--- config.mk ---
export PLATFORM = sky130hd
export DESIGN_NAME = tcp_top
export DESIGN_NICKNAME = d
export VERILOG_FILES = /design/src/tcp_pkg.sv /design/src/tcp_prescaler.sv /design/src/tcp_top.sv
export SDC_FILE = /design/constraint.sdc
export NUM_CORES = 1
export LEC_CHECK = 0
export BUFFER_PORTS_ARGS = -buffer_cell sky130_fd_sc_hd__buf_4
export CAP_MARGIN = 5
export CORE_MARGIN = 1
export CORE_UTILIZATION = 48
export CTS_BUF_LIST = sky130_fd_sc_hd__clkbuf_8
export CTS_CLUSTER_DIAMETER = 150
export DETAILED_ROUTE_END_ITERATION = 8
export PLACE_DENSITY = 0.79
export SYNTH_ARGS = -nofsm -noshare
export SYNTH_HDL_FRONTEND = slang
export SYNTH_SLANG_ARGS = --single-unit
--- constraint.sdc ---
create_clock -name clk_sys -period 2.95 [get_ports clk_sys]
set_clock_uncertainty 0.1 [all_clocks]
set_input_delay 0.4425 -clock clk_sys [delete_from_list [all_inputs] [get_ports clk_sys]]
set_output_delay 0.4425 -clock clk_sys [all_outputs]
set_load 0.1 [all_outputs]
--- src/tcp_pkg.sv ---
package tcp_pkg;

  // ----------------------------------------------------------------
  // Register map (byte addresses)
  // ----------------------------------------------------------------
  localparam logic [3:0] ADDR_COUNT = 4'h0;
  localparam logic [3:0] ADDR_OPTION = 4'h4;
  localparam logic [3:0] ADDR_STATUS = 4'h8;
  localparam logic [3:0] ADDR_MASK = 4'hc;

  // ----------------------------------------------------------------
  // Field positions
  // ----------------------------------------------------------------
  localparam int OPT_SOURCE_BIT = 5;
  localparam int OPT_EDGE_BIT = 4;
  localparam int OPT_ASSIGN_BIT = 3;
  localparam int OPT_RATE_LSB = 0;
  localparam int STAT_OVERFLOW_BIT = 0;

  // ----------------------------------------------------------------
  // Reset values
  // ----------------------------------------------------------------
  localparam logic [7:0] OPTION_RESET = 8'hff;
  localparam logic [7:0] COUNT_RESET = 8'h00;
  localparam logic MASK_RESET = 1'b0;

  // ----------------------------------------------------------------
  // Timing
  // ----------------------------------------------------------------
  localparam int PHASES_PER_CYCLE = 4;
  localparam logic [1:0] PHASE_TWO = 2'h1;
  localparam logic [1:0] PHASE_FOUR = 2'h3;
  localparam logic [1:0] INHIBIT_CYCLES = 2'h2;

  typedef struct packed {
    logic count_source_select;
    logic count_edge_select;
    logic divider_assign;
    logic [2:0] divider_rate;
  } tcp_option_s;

endpackage : tcp_pkg

--- src/tcp_prescaler.sv ---
`timescale 1ns/1ps
`default_nettype none
module tcp_prescaler
  import tcp_pkg::*;
#(
  parameter int WIDTH = 8
) (
  input wire logic clk_sys,
  input wire logic reset_n,
  input wire logic step,
  input wire logic clear,
  input wire logic wdt_mode,
  input wire logic [2:0] divider_rate,
  output logic [WIDTH-1:0] value,
  output logic carry
);

  // Ratio mask: counter side 1:2..1:256, watchdog side 1:1..1:128
  function automatic logic [WIDTH-1:0] rate_mask(input logic [2:0] rate, input logic wdt);
    logic [WIDTH:0] m;
    m = wdt ? ((WIDTH+1)'(1) << rate) : ((WIDTH+1)'(2) << rate);
    rate_mask = WIDTH'(m - (WIDTH+1)'(1));
  endfunction : rate_mask

  assign carry = step && ((value & rate_mask(divider_rate, wdt_mode)) == rate_mask(divider_rate, wdt_mode));

  always_ff @(posedge clk_sys or negedge reset_n) begin
    if (!reset_n) begin
      value <= '0;
    end else if (clear) begin
      value <= '0;
    end else if (step) begin
      value <= value + WIDTH'(1);
    end
  end

  a_rate_carry: assert property (@(posedge clk_sys) disable iff (!reset_n)
    carry |=> (value & rate_mask(divider_rate, wdt_mode)) == '0 || $past(clear))
    else $error("prescaler carry without wrap of rate bits");

endmodule : tcp_prescaler
`default_nettype wire

--- src/tcp_top.sv ---
// Function
// - Count register wraps from ff to 00 and sets the overflow flag.
// - Source select zero picks the internal instruction cycle clock.
// - Timer mode without prescaler counts once every instruction cycle.
// - A write to the count register blocks counting for two instruction cycles.
// - Source select one counts edges of the external count input.
// - Edge select zero counts rising edges, one counts falling edges.
// - Overflow interrupt is raised only while its enable bit is set.
// - Counting halts during sleep, so overflow cannot wake the core.
// - External path is sampled on phase two and phase four of each cycle.
// - Without prescaler the external input feeds the synchroniser directly.
// - One prescaler is shared with the watchdog, owned by one at once.
// - Assign bit zero gives prescaler to counter, one to watchdog.
// - Three-bit rate sets counter ratio 1:2 at 000 up to 1:256 at 111, watchdog ratio 1:1 up to 1:128.
// - Count writes clear the owned prescaler; prescaler is not software visible.
`timescale 1ns/1ps
`default_nettype none
module tcp_top
  import tcp_pkg::*;
#(
  parameter int PRESCALE_WIDTH = 8
) (
  input wire logic clk_sys,
  input wire logic reset_n,
  input wire logic [3:0] avs_address,
  input wire logic avs_read,
  input wire logic avs_write,
  input wire logic [31:0] avs_writedata,
  input wire logic [3:0] avs_byteenable,
  output logic [31:0] avs_readdata,
  output logic avs_waitrequest,
  input wire logic ext_count_input,
  input wire logic sleep,
  input wire logic watchdog_tick,
  input wire logic watchdog_clear,
  output logic watchdog_scaled_tick,
  output logic irq
);

  // ----------------------------------------------------------------
  // Bus slave
  // ----------------------------------------------------------------
  logic ack;
  logic bus_req;
  logic wr_take;
  logic lane0;
  logic [7:0] count_register;
  tcp_option_s option;
  logic overflow_flag;
  logic overflow_irq_enable;

  assign bus_req = avs_read || avs_write;
  assign avs_waitrequest = bus_req && !ack;
  assign wr_take = avs_write && ack;
  assign lane0 = avs_byteenable[0];

  always_ff @(posedge clk_sys or negedge reset_n) begin
    if (!reset_n) begin
      ack <= 1'b0;
    end else begin
      ack <= bus_req && !ack;
    end
  end

  always_ff @(posedge clk_sys or negedge reset_n) begin
    if (!reset_n) begin
      avs_readdata <= '0;
    end else if (avs_read && !ack) begin
      case (avs_address)
        ADDR_COUNT: avs_readdata <= {24'h000000, count_register};
        ADDR_OPTION: avs_readdata <= {26'h0000000, option};
        ADDR_STATUS: avs_readdata <= 32'(overflow_flag) << STAT_OVERFLOW_BIT;
        ADDR_MASK: avs_readdata <= 32'(overflow_irq_enable) << STAT_OVERFLOW_BIT;
        default: avs_readdata <= '0;
      endcase
    end
  end

  logic count_wr;
  logic status_clr;
  assign count_wr = wr_take && lane0 && (avs_address == ADDR_COUNT);
  assign status_clr = wr_take && lane0 && (avs_address == ADDR_STATUS) && avs_writedata[STAT_OVERFLOW_BIT];

  always_ff @(posedge clk_sys or negedge reset_n) begin
    if (!reset_n) begin
      option <= tcp_option_s'(OPTION_RESET[5:0]);
    end else if (wr_take && lane0 && avs_address == ADDR_OPTION) begin
      option <= tcp_option_s'(avs_writedata[5:0]);
    end
  end

  always_ff @(posedge clk_sys or negedge reset_n) begin
    if (!reset_n) begin
      overflow_irq_enable <= MASK_RESET;
    end else if (wr_take && lane0 && avs_address == ADDR_MASK) begin
      overflow_irq_enable <= avs_writedata[STAT_OVERFLOW_BIT];
    end
  end

  // ----------------------------------------------------------------
  // Instruction cycle phases
  // ----------------------------------------------------------------
  logic [1:0] phase;
  logic q2_en;
  logic q4_en;
  assign q2_en = phase == PHASE_TWO;
  assign q4_en = phase == PHASE_FOUR;

  always_ff @(posedge clk_sys or negedge reset_n) begin
    if (!reset_n) begin
      phase <= '0;
    end else begin
      phase <= 2'(phase + 2'd1);
    end
  end

  // ----------------------------------------------------------------
  // External input conditioning
  // ----------------------------------------------------------------
  logic ext_s1;
  logic ext_s2;
  logic ext_s3;
  logic ext_level;
  logic ext_pol;
  logic ext_edge;

  always_ff @(posedge clk_sys or negedge reset_n) begin
    if (!reset_n) begin
      ext_s1 <= 1'b0;
      ext_s2 <= 1'b0;
      ext_s3 <= 1'b0;
      ext_level <= 1'b0;
    end else begin
      ext_s1 <= ext_count_input;
      ext_s2 <= ext_s1;
      ext_s3 <= ext_s2;
      if (ext_s2 == ext_s3) begin
        ext_level <= ext_s3;
      end
    end
  end

  // Polarity flip turns the selected edge into a rising one
  assign ext_pol = ext_level ^ option.count_edge_select;
  assign ext_edge = (ext_s3 ^ option.count_edge_select) && !ext_pol && (ext_s2 == ext_s3);

  // ----------------------------------------------------------------
  // Shared prescaler
  // ----------------------------------------------------------------
  logic to_counter;
  logic pre_step;
  logic pre_clear;
  logic pre_carry;
  logic [PRESCALE_WIDTH-1:0] pre_value;
  logic instr_tick;

  assign instr_tick = q4_en;
  assign to_counter = !option.divider_assign;
  always_comb begin
    if (to_counter) begin
      pre_step = !sleep && (option.count_source_select ? ext_edge : instr_tick);
      pre_clear = count_wr;
    end else begin
      pre_step = watchdog_tick;
      pre_clear = watchdog_clear;
    end
  end
  assign watchdog_scaled_tick = !to_counter && pre_carry;

  tcp_prescaler #(
    .WIDTH(PRESCALE_WIDTH)
  ) u_prescaler (
    .clk_sys(clk_sys),
    .reset_n(reset_n),
    .step(pre_step),
    .clear(pre_clear),
    .wdt_mode(option.divider_assign),
    .divider_rate(option.divider_rate),
    .value(pre_value),
    .carry(pre_carry)
  );

  // ----------------------------------------------------------------
  // Phase-two / phase-four synchroniser of the counter-mode path
  // ----------------------------------------------------------------
  logic pre_level;
  logic samp_q2;
  logic samp_q4;
  assign pre_level = to_counter ? pre_value[option.divider_rate] : ext_pol;

  always_ff @(posedge clk_sys or negedge reset_n) begin
    if (!reset_n) begin
      // Match the polarised idle level, no false edge after reset
      samp_q2 <= OPTION_RESET[OPT_EDGE_BIT];
      samp_q4 <= OPTION_RESET[OPT_EDGE_BIT];
    end else begin
      if (q2_en) begin
        samp_q2 <= pre_level;
      end
      if (q4_en) begin
        samp_q4 <= samp_q2;
      end
    end
  end

  // ----------------------------------------------------------------
  // Count register
  // ----------------------------------------------------------------
  logic [1:0] inhibit;
  logic inc_raw;
  logic inc;
  logic wrap;

  always_comb begin
    if (option.count_source_select) begin
      inc_raw = q4_en && samp_q2 && !samp_q4;
    end else begin
      inc_raw = to_counter ? (instr_tick && pre_carry) : instr_tick;
    end
  end
  assign inc = inc_raw && !sleep && inhibit == 2'd0;
  assign wrap = inc && count_register == 8'hff;

  always_ff @(posedge clk_sys or negedge reset_n) begin
    if (!reset_n) begin
      inhibit <= '0;
    end else if (count_wr) begin
      inhibit <= INHIBIT_CYCLES;
    end else if (instr_tick && inhibit != 2'd0) begin
      inhibit <= 2'(inhibit - 2'd1);
    end
  end

  always_ff @(posedge clk_sys or negedge reset_n) begin
    if (!reset_n) begin
      count_register <= COUNT_RESET;
    end else if (count_wr) begin
      count_register <= avs_writedata[7:0];
    end else if (inc) begin
      count_register <= 8'(count_register + 8'h01);
    end
  end

  // ----------------------------------------------------------------
  // Overflow flag and interrupt
  // ----------------------------------------------------------------
  always_ff @(posedge clk_sys or negedge reset_n) begin
    if (!reset_n) begin
      overflow_flag <= 1'b0;
    end else if (wrap) begin
      overflow_flag <= 1'b1;
    end else if (status_clr) begin
      overflow_flag <= 1'b0;
    end
  end

  assign irq = overflow_flag && overflow_irq_enable;

  // ----------------------------------------------------------------
  // Checks
  // ----------------------------------------------------------------
  a_wrap_sets_flag: assert property (@(posedge clk_sys) disable iff (!reset_n)
    wrap && !count_wr |=> count_register == 8'h00 && overflow_flag)
    else $error("wrap did not clear count and set flag");

  a_flag_always_sets: assert property (@(posedge clk_sys) disable iff (!reset_n)
    wrap && !overflow_irq_enable ##1 !status_clr [*2] |-> overflow_flag)
    else $error("flag lost while interrupt disabled");

  a_timer_direct: assert property (@(posedge clk_sys) disable iff (!reset_n)
    !option.count_source_select && option.divider_assign && !sleep && inhibit == 2'd0
    && instr_tick && !count_wr |=> count_register == 8'($past(count_register) + 8'h01))
    else $error("timer mode missed an instruction cycle");

  a_write_inhibit: assert property (@(posedge clk_sys) disable iff (!reset_n)
    inhibit != 2'd0 && !count_wr |=> $stable(count_register))
    else $error("count moved during write inhibit");

  a_inhibit_ends: assert property (@(posedge clk_sys) disable iff (!reset_n)
    count_wr ##1 !count_wr [*8] |=> inhibit == 2'd0)
    else $error("inhibit outlived two instruction cycles");

  a_irq_masked: assert property (@(posedge clk_sys) disable iff (!reset_n)
    !overflow_irq_enable |-> !irq)
    else $error("interrupt raised while masked");

  a_sleep_halt: assert property (@(posedge clk_sys) disable iff (!reset_n)
    sleep && !count_wr |=> $stable(count_register) && !$rose(overflow_flag))
    else $error("count advanced during sleep");

  a_phase_sample: assert property (@(posedge clk_sys) disable iff (!reset_n)
    $changed(samp_q4) |-> $past(q4_en) && samp_q4 == $past(samp_q2))
    else $error("synchroniser sampled off phase");

  a_direct_path: assert property (@(posedge clk_sys) disable iff (!reset_n)
    option.divider_assign && q2_en |=> samp_q2 == $past(ext_pol))
    else $error("external level not passed straight through");

  a_edge_pick: assert property (@(posedge clk_sys) disable iff (!reset_n)
    ext_edge |=> ext_level == !option.count_edge_select || $past(option) != option)
    else $error("counted edge has wrong polarity");

  a_owner_only: assert property (@(posedge clk_sys) disable iff (!reset_n)
    !to_counter |-> pre_step == watchdog_tick && (option.count_source_select || inc_raw == instr_tick))
    else $error("counter used a prescaler owned by the watchdog");

  a_write_clears: assert property (@(posedge clk_sys) disable iff (!reset_n)
    count_wr && to_counter |=> pre_value == '0)
    else $error("count write left prescaler uncleared");

  c_overflow: cover property (@(posedge clk_sys) disable iff (!reset_n) wrap && overflow_irq_enable);
  c_ext_count: cover property (@(posedge clk_sys) disable iff (!reset_n) inc && option.count_source_select);
  c_prescaled: cover property (@(posedge clk_sys) disable iff (!reset_n)
    inc && to_counter && !option.count_source_select);
  c_set_clear: cover property (@(posedge clk_sys) disable iff (!reset_n) wrap && status_clr);

endmodule : tcp_top
`default_nettype wire
==> results.json <==
{
  "status": "finished with violations",
  "failed_checks": "setup timing",
  "pwr-share-seq": 0.404,
  "hold_viol": 0,
  "ys_ff_latch": 43,
  "intPower_w": 0.00124,
  "netlist_instances": 271,
  "synthDistinctLibCells": 52,
  "grtUsageMet3": 0.0423,
  "critPathLaunchType": "flip-flop",
  "hold_class": "in -> async",
  "path_clk_slew_ns": 0.08,
  "die_y_um": 75.7,
  "dr.pass1.iters": 6,
  "p_clk_frac": 0.176,
  "vias": 2069,
  "seq_area_frac_synth": 0.416,
  "worst_ep_required_time_ns": 2.41,
  "synth_area_leaders": "dfrtp_1 34%, dfstp_2 8.1%, buf_4 6.9%, nor2_1 3.9%, ha_1 3.8%",
  "fillers": 424,
  "busiest_layer": "met2",
  "path_max_fanout": 4,
  "synth_async_sr_flop_share": 1.00,
  "clk_path_buf_depth": 2,
  "period_needed_ns": 3.06,
  "multi_input_area_um2": 1500,
  "synth_edf_count": 0,
  "drv_cap": 0,
  "setup_violations": 1,
  "fin_tns_setup_ns": -0.113,
  "antenna_left": 0,
  "core_um2": 5170,
  "synth_ff_type": "dfrtp_1",
  "yosys.area.top_type": "dfrtp_1",
  "met2_usage": 0.335,
  "final_nets": 373,
  "cts-root-buf": "clkbuf_8",
  "grt_overflow": 0,
  "n_antenna_cell": 0,
  "relSlewSlack": 0.650,
  "die_w_um": 75.7,
  "drive_above_1_share": 0.311,
  "reg2reg_slack_ns": 0.04,
  "arrival_ns": 2.52,
  "clock_latency_ns": 0.30,
  "grt_first_pass_wirelength_mm": 8.56,
  "netSwitchingFraction": 0.400,
  "io_pins": 83,
  "wl_per_cell_um": 13.3,
  "drcViolationCount": 0,
  "drt_iter0_drc": 114,
  "area_growth_pct": 21.9,
  "cts_hold_buffers": 0,
  "seqCellArea_um2": 1090,
  "viasPerCell": 5.33,
  "finalCritPeriodShare": 1.04,
  "ys_warn_count": 0,
  "syn_area_um2": 2610,
  "crit_start": "option[0]",
  "syn_avg_cell_area_um2": 9.63,
  "final_common_cell": "buf_4",
  "drv_slew": 0,
  "fmax_mhz": 326,
  "rr_startpoint": "option[0]",
  "track_usage": 0.200,
  "initial_core_util": 0.504,
  "rsz0062_at_grt": "yes",
  "holdWs_ns": 0.00914,
  "numCtsBuffers": 5,
  "tightest_slew_ns": 0.522,
  "io_buffers": 31,
  "wl_mm": 5.17,
  "synthDominantCellAreaShare": 0.336,
  "dieArea_um2": 5730,
  "grt_max_degree": 44,
  "mostFrequentLayoutCells": "46 x buf_4, 35 x dfrtp_1, 26 x nor2_1",
  "combPwrFrac": 0.419,
  "fp-row-count": 26,
  "cts.sinks": 43,
  "grt_pass1_vias": 1835,
  "ir_drop_uv": 351,
  "p_leak_nw": 1.40,
  "dp_hpwl_mm": 3.78,
  "path_class": "reg -> out",
  "setup_ws_ns": -0.113,
  "h-tree-depth": 2,
  "cp-end-kind": "output pin",
  "tritoncts": "done",
  "reg2reg_to": "count_register[0]",
  "antenna_found_initial": 0,
  "reg2regPathDepth": 15,
  "power_density_nw_per_um2": 652,
  "power_switching_w": 0.000830,
  "use_met1": 0.258,
  "place_congestion": 0.785
}
==> layer usage <==
layer / routed length (um) / vias to the layer above / part of all wire
met2: 2690 / 58 / 0.52
li1: - / 990 / -
met4: 52 / 0 / 0.010
met5: 0 / - / 0
met1: 2200 / 1014 / 0.42
met3: 226 / 7 / 0.044
==> cell families (layout without fill, tap and decap cells) <==
logic type | after synthesis | after routing | synth area share
XOR/XNOR | 16 | 16 | 0.0537
adder cells (fa/ha/maj) | 9 | 9 | 0.0422
other | 1 | 24 | 0.00144
buffers and inverters | 42 | 66 | 0.0954
AND/OR/NAND/NOR | 92 | 92 | 0.185
AO/OA/AOI/OAI | 54 | 54 | 0.139
multiplexers | 14 | 14 | 0.0667
flip-flops | 43 | 43 | 0.416
==> power by group through the flow <==
stage	registers, W	clock network, W	logic [W]
after floorplan	0.000841	0	0.000604
after global placement	0.000833	0	0.000748
after detailed placement	0.000841	0	0.000766
after CTS	0.000831	0.000374	0.000790
after global routing	0.000860	0.000395	0.000944
final	0.000839	0.000365	0.000870
==> timing repair <==
item / 4_1_cts / 5_1_grt
endpoints found under the setup margin: 3 / 6
buffers inserted: 2 / 4
pin swaps: 5 / 13
resized for setup: 9 / 19
==> stage by stage <==
step / utilization / cell area (um^2) / std cells / setup WS [ns] / power (W)
floorplan: - / 2750 / 294 / -0.278 / 0.00144
global placement: 0.568 / 2940 / 374 / 0.0127 / 0.00158
detailed placement: 0.568 / 2940 / 374 / -0.00177 / 0.00161
CTS: 0.592 / 3060 / 384 / -0.126 / 0.00200
global route: 0.615 / 3180 / 388 / -0.190 / 0.00220
finish: 0.615 / 3180 / 388 / -0.113 / 0.00207
==> how the worst max path moves through the flow <==
stage / end / slack (ns) / cells past startpoint
finish: watchdog_scaled_tick / -0.11 / 8
global placement: watchdog_scaled_tick / 0.01 / 9
global route: watchdog_scaled_tick / -0.19 / 9
floorplan: watchdog_scaled_tick / -0.28 / 9
CTS: watchdog_scaled_tick / -0.13 / 9
detailed placement: count_register[7] / -0.002 / 10
==> worst max-delay path: stages (launching register included) <==
cell      delay, ns
dfstp_2        0.59
inv_2          0.06
ha_4           0.24
or4b_4         0.50
a21boi_4       0.17
a311oi_4       0.06
buf_4          0.17
nor3b_4        0.23
buf_12         0.20
==> sequential cells by signal, summed over array words and instances (netlist names) <==
signal / flops
ack: 1
samp_q2: 1
phase: 2
count_register: 8
ext_s2: 1
samp_q4: 1
overflow_flag: 1
option: 6
ext_s3: 1
overflow_irq_enable: 1
u_prescaler.value: 8
ext_s1: 1
avs_readdata: 8
ext_level: 1
inhibit: 2
==> synth_stat cells (2+ instances only) <==
master	instances
a21oi_1	13
a22oi_1	5
and2_1	2
and3_1	3
buf_4	24
clkbuf_1	8
dfrtp_1	35
dfstp_2	8
ha_1	8
inv_1	9
mux2_2	7
mux2i_1	5
mux4_2	2
nand2_1	25
nand2b_1	4
nand3_1	4
nand3b_1	3
nand4_1	6
nor2_1	27
nor2b_1	6
nor3_1	2
nor3b_1	2
o21ai_0	17
o22ai_1	2
o31ai_1	2
o41ai_1	2
xnor2_1	10
xor2_1	6
==> area by class of cell <==
cell class                      instances  area share
Clock buffer                            5      0.0216
Clock inverter                          3     0.00512
Timing Repair Buffer                   49       0.122
Sequential cell                        43       0.343
Multi-Input combinational cell        209       0.470
Tap cell                               70      0.0275
Inverter                                9      0.0106
Note: power is estimated with default switching activity, not from simulation.
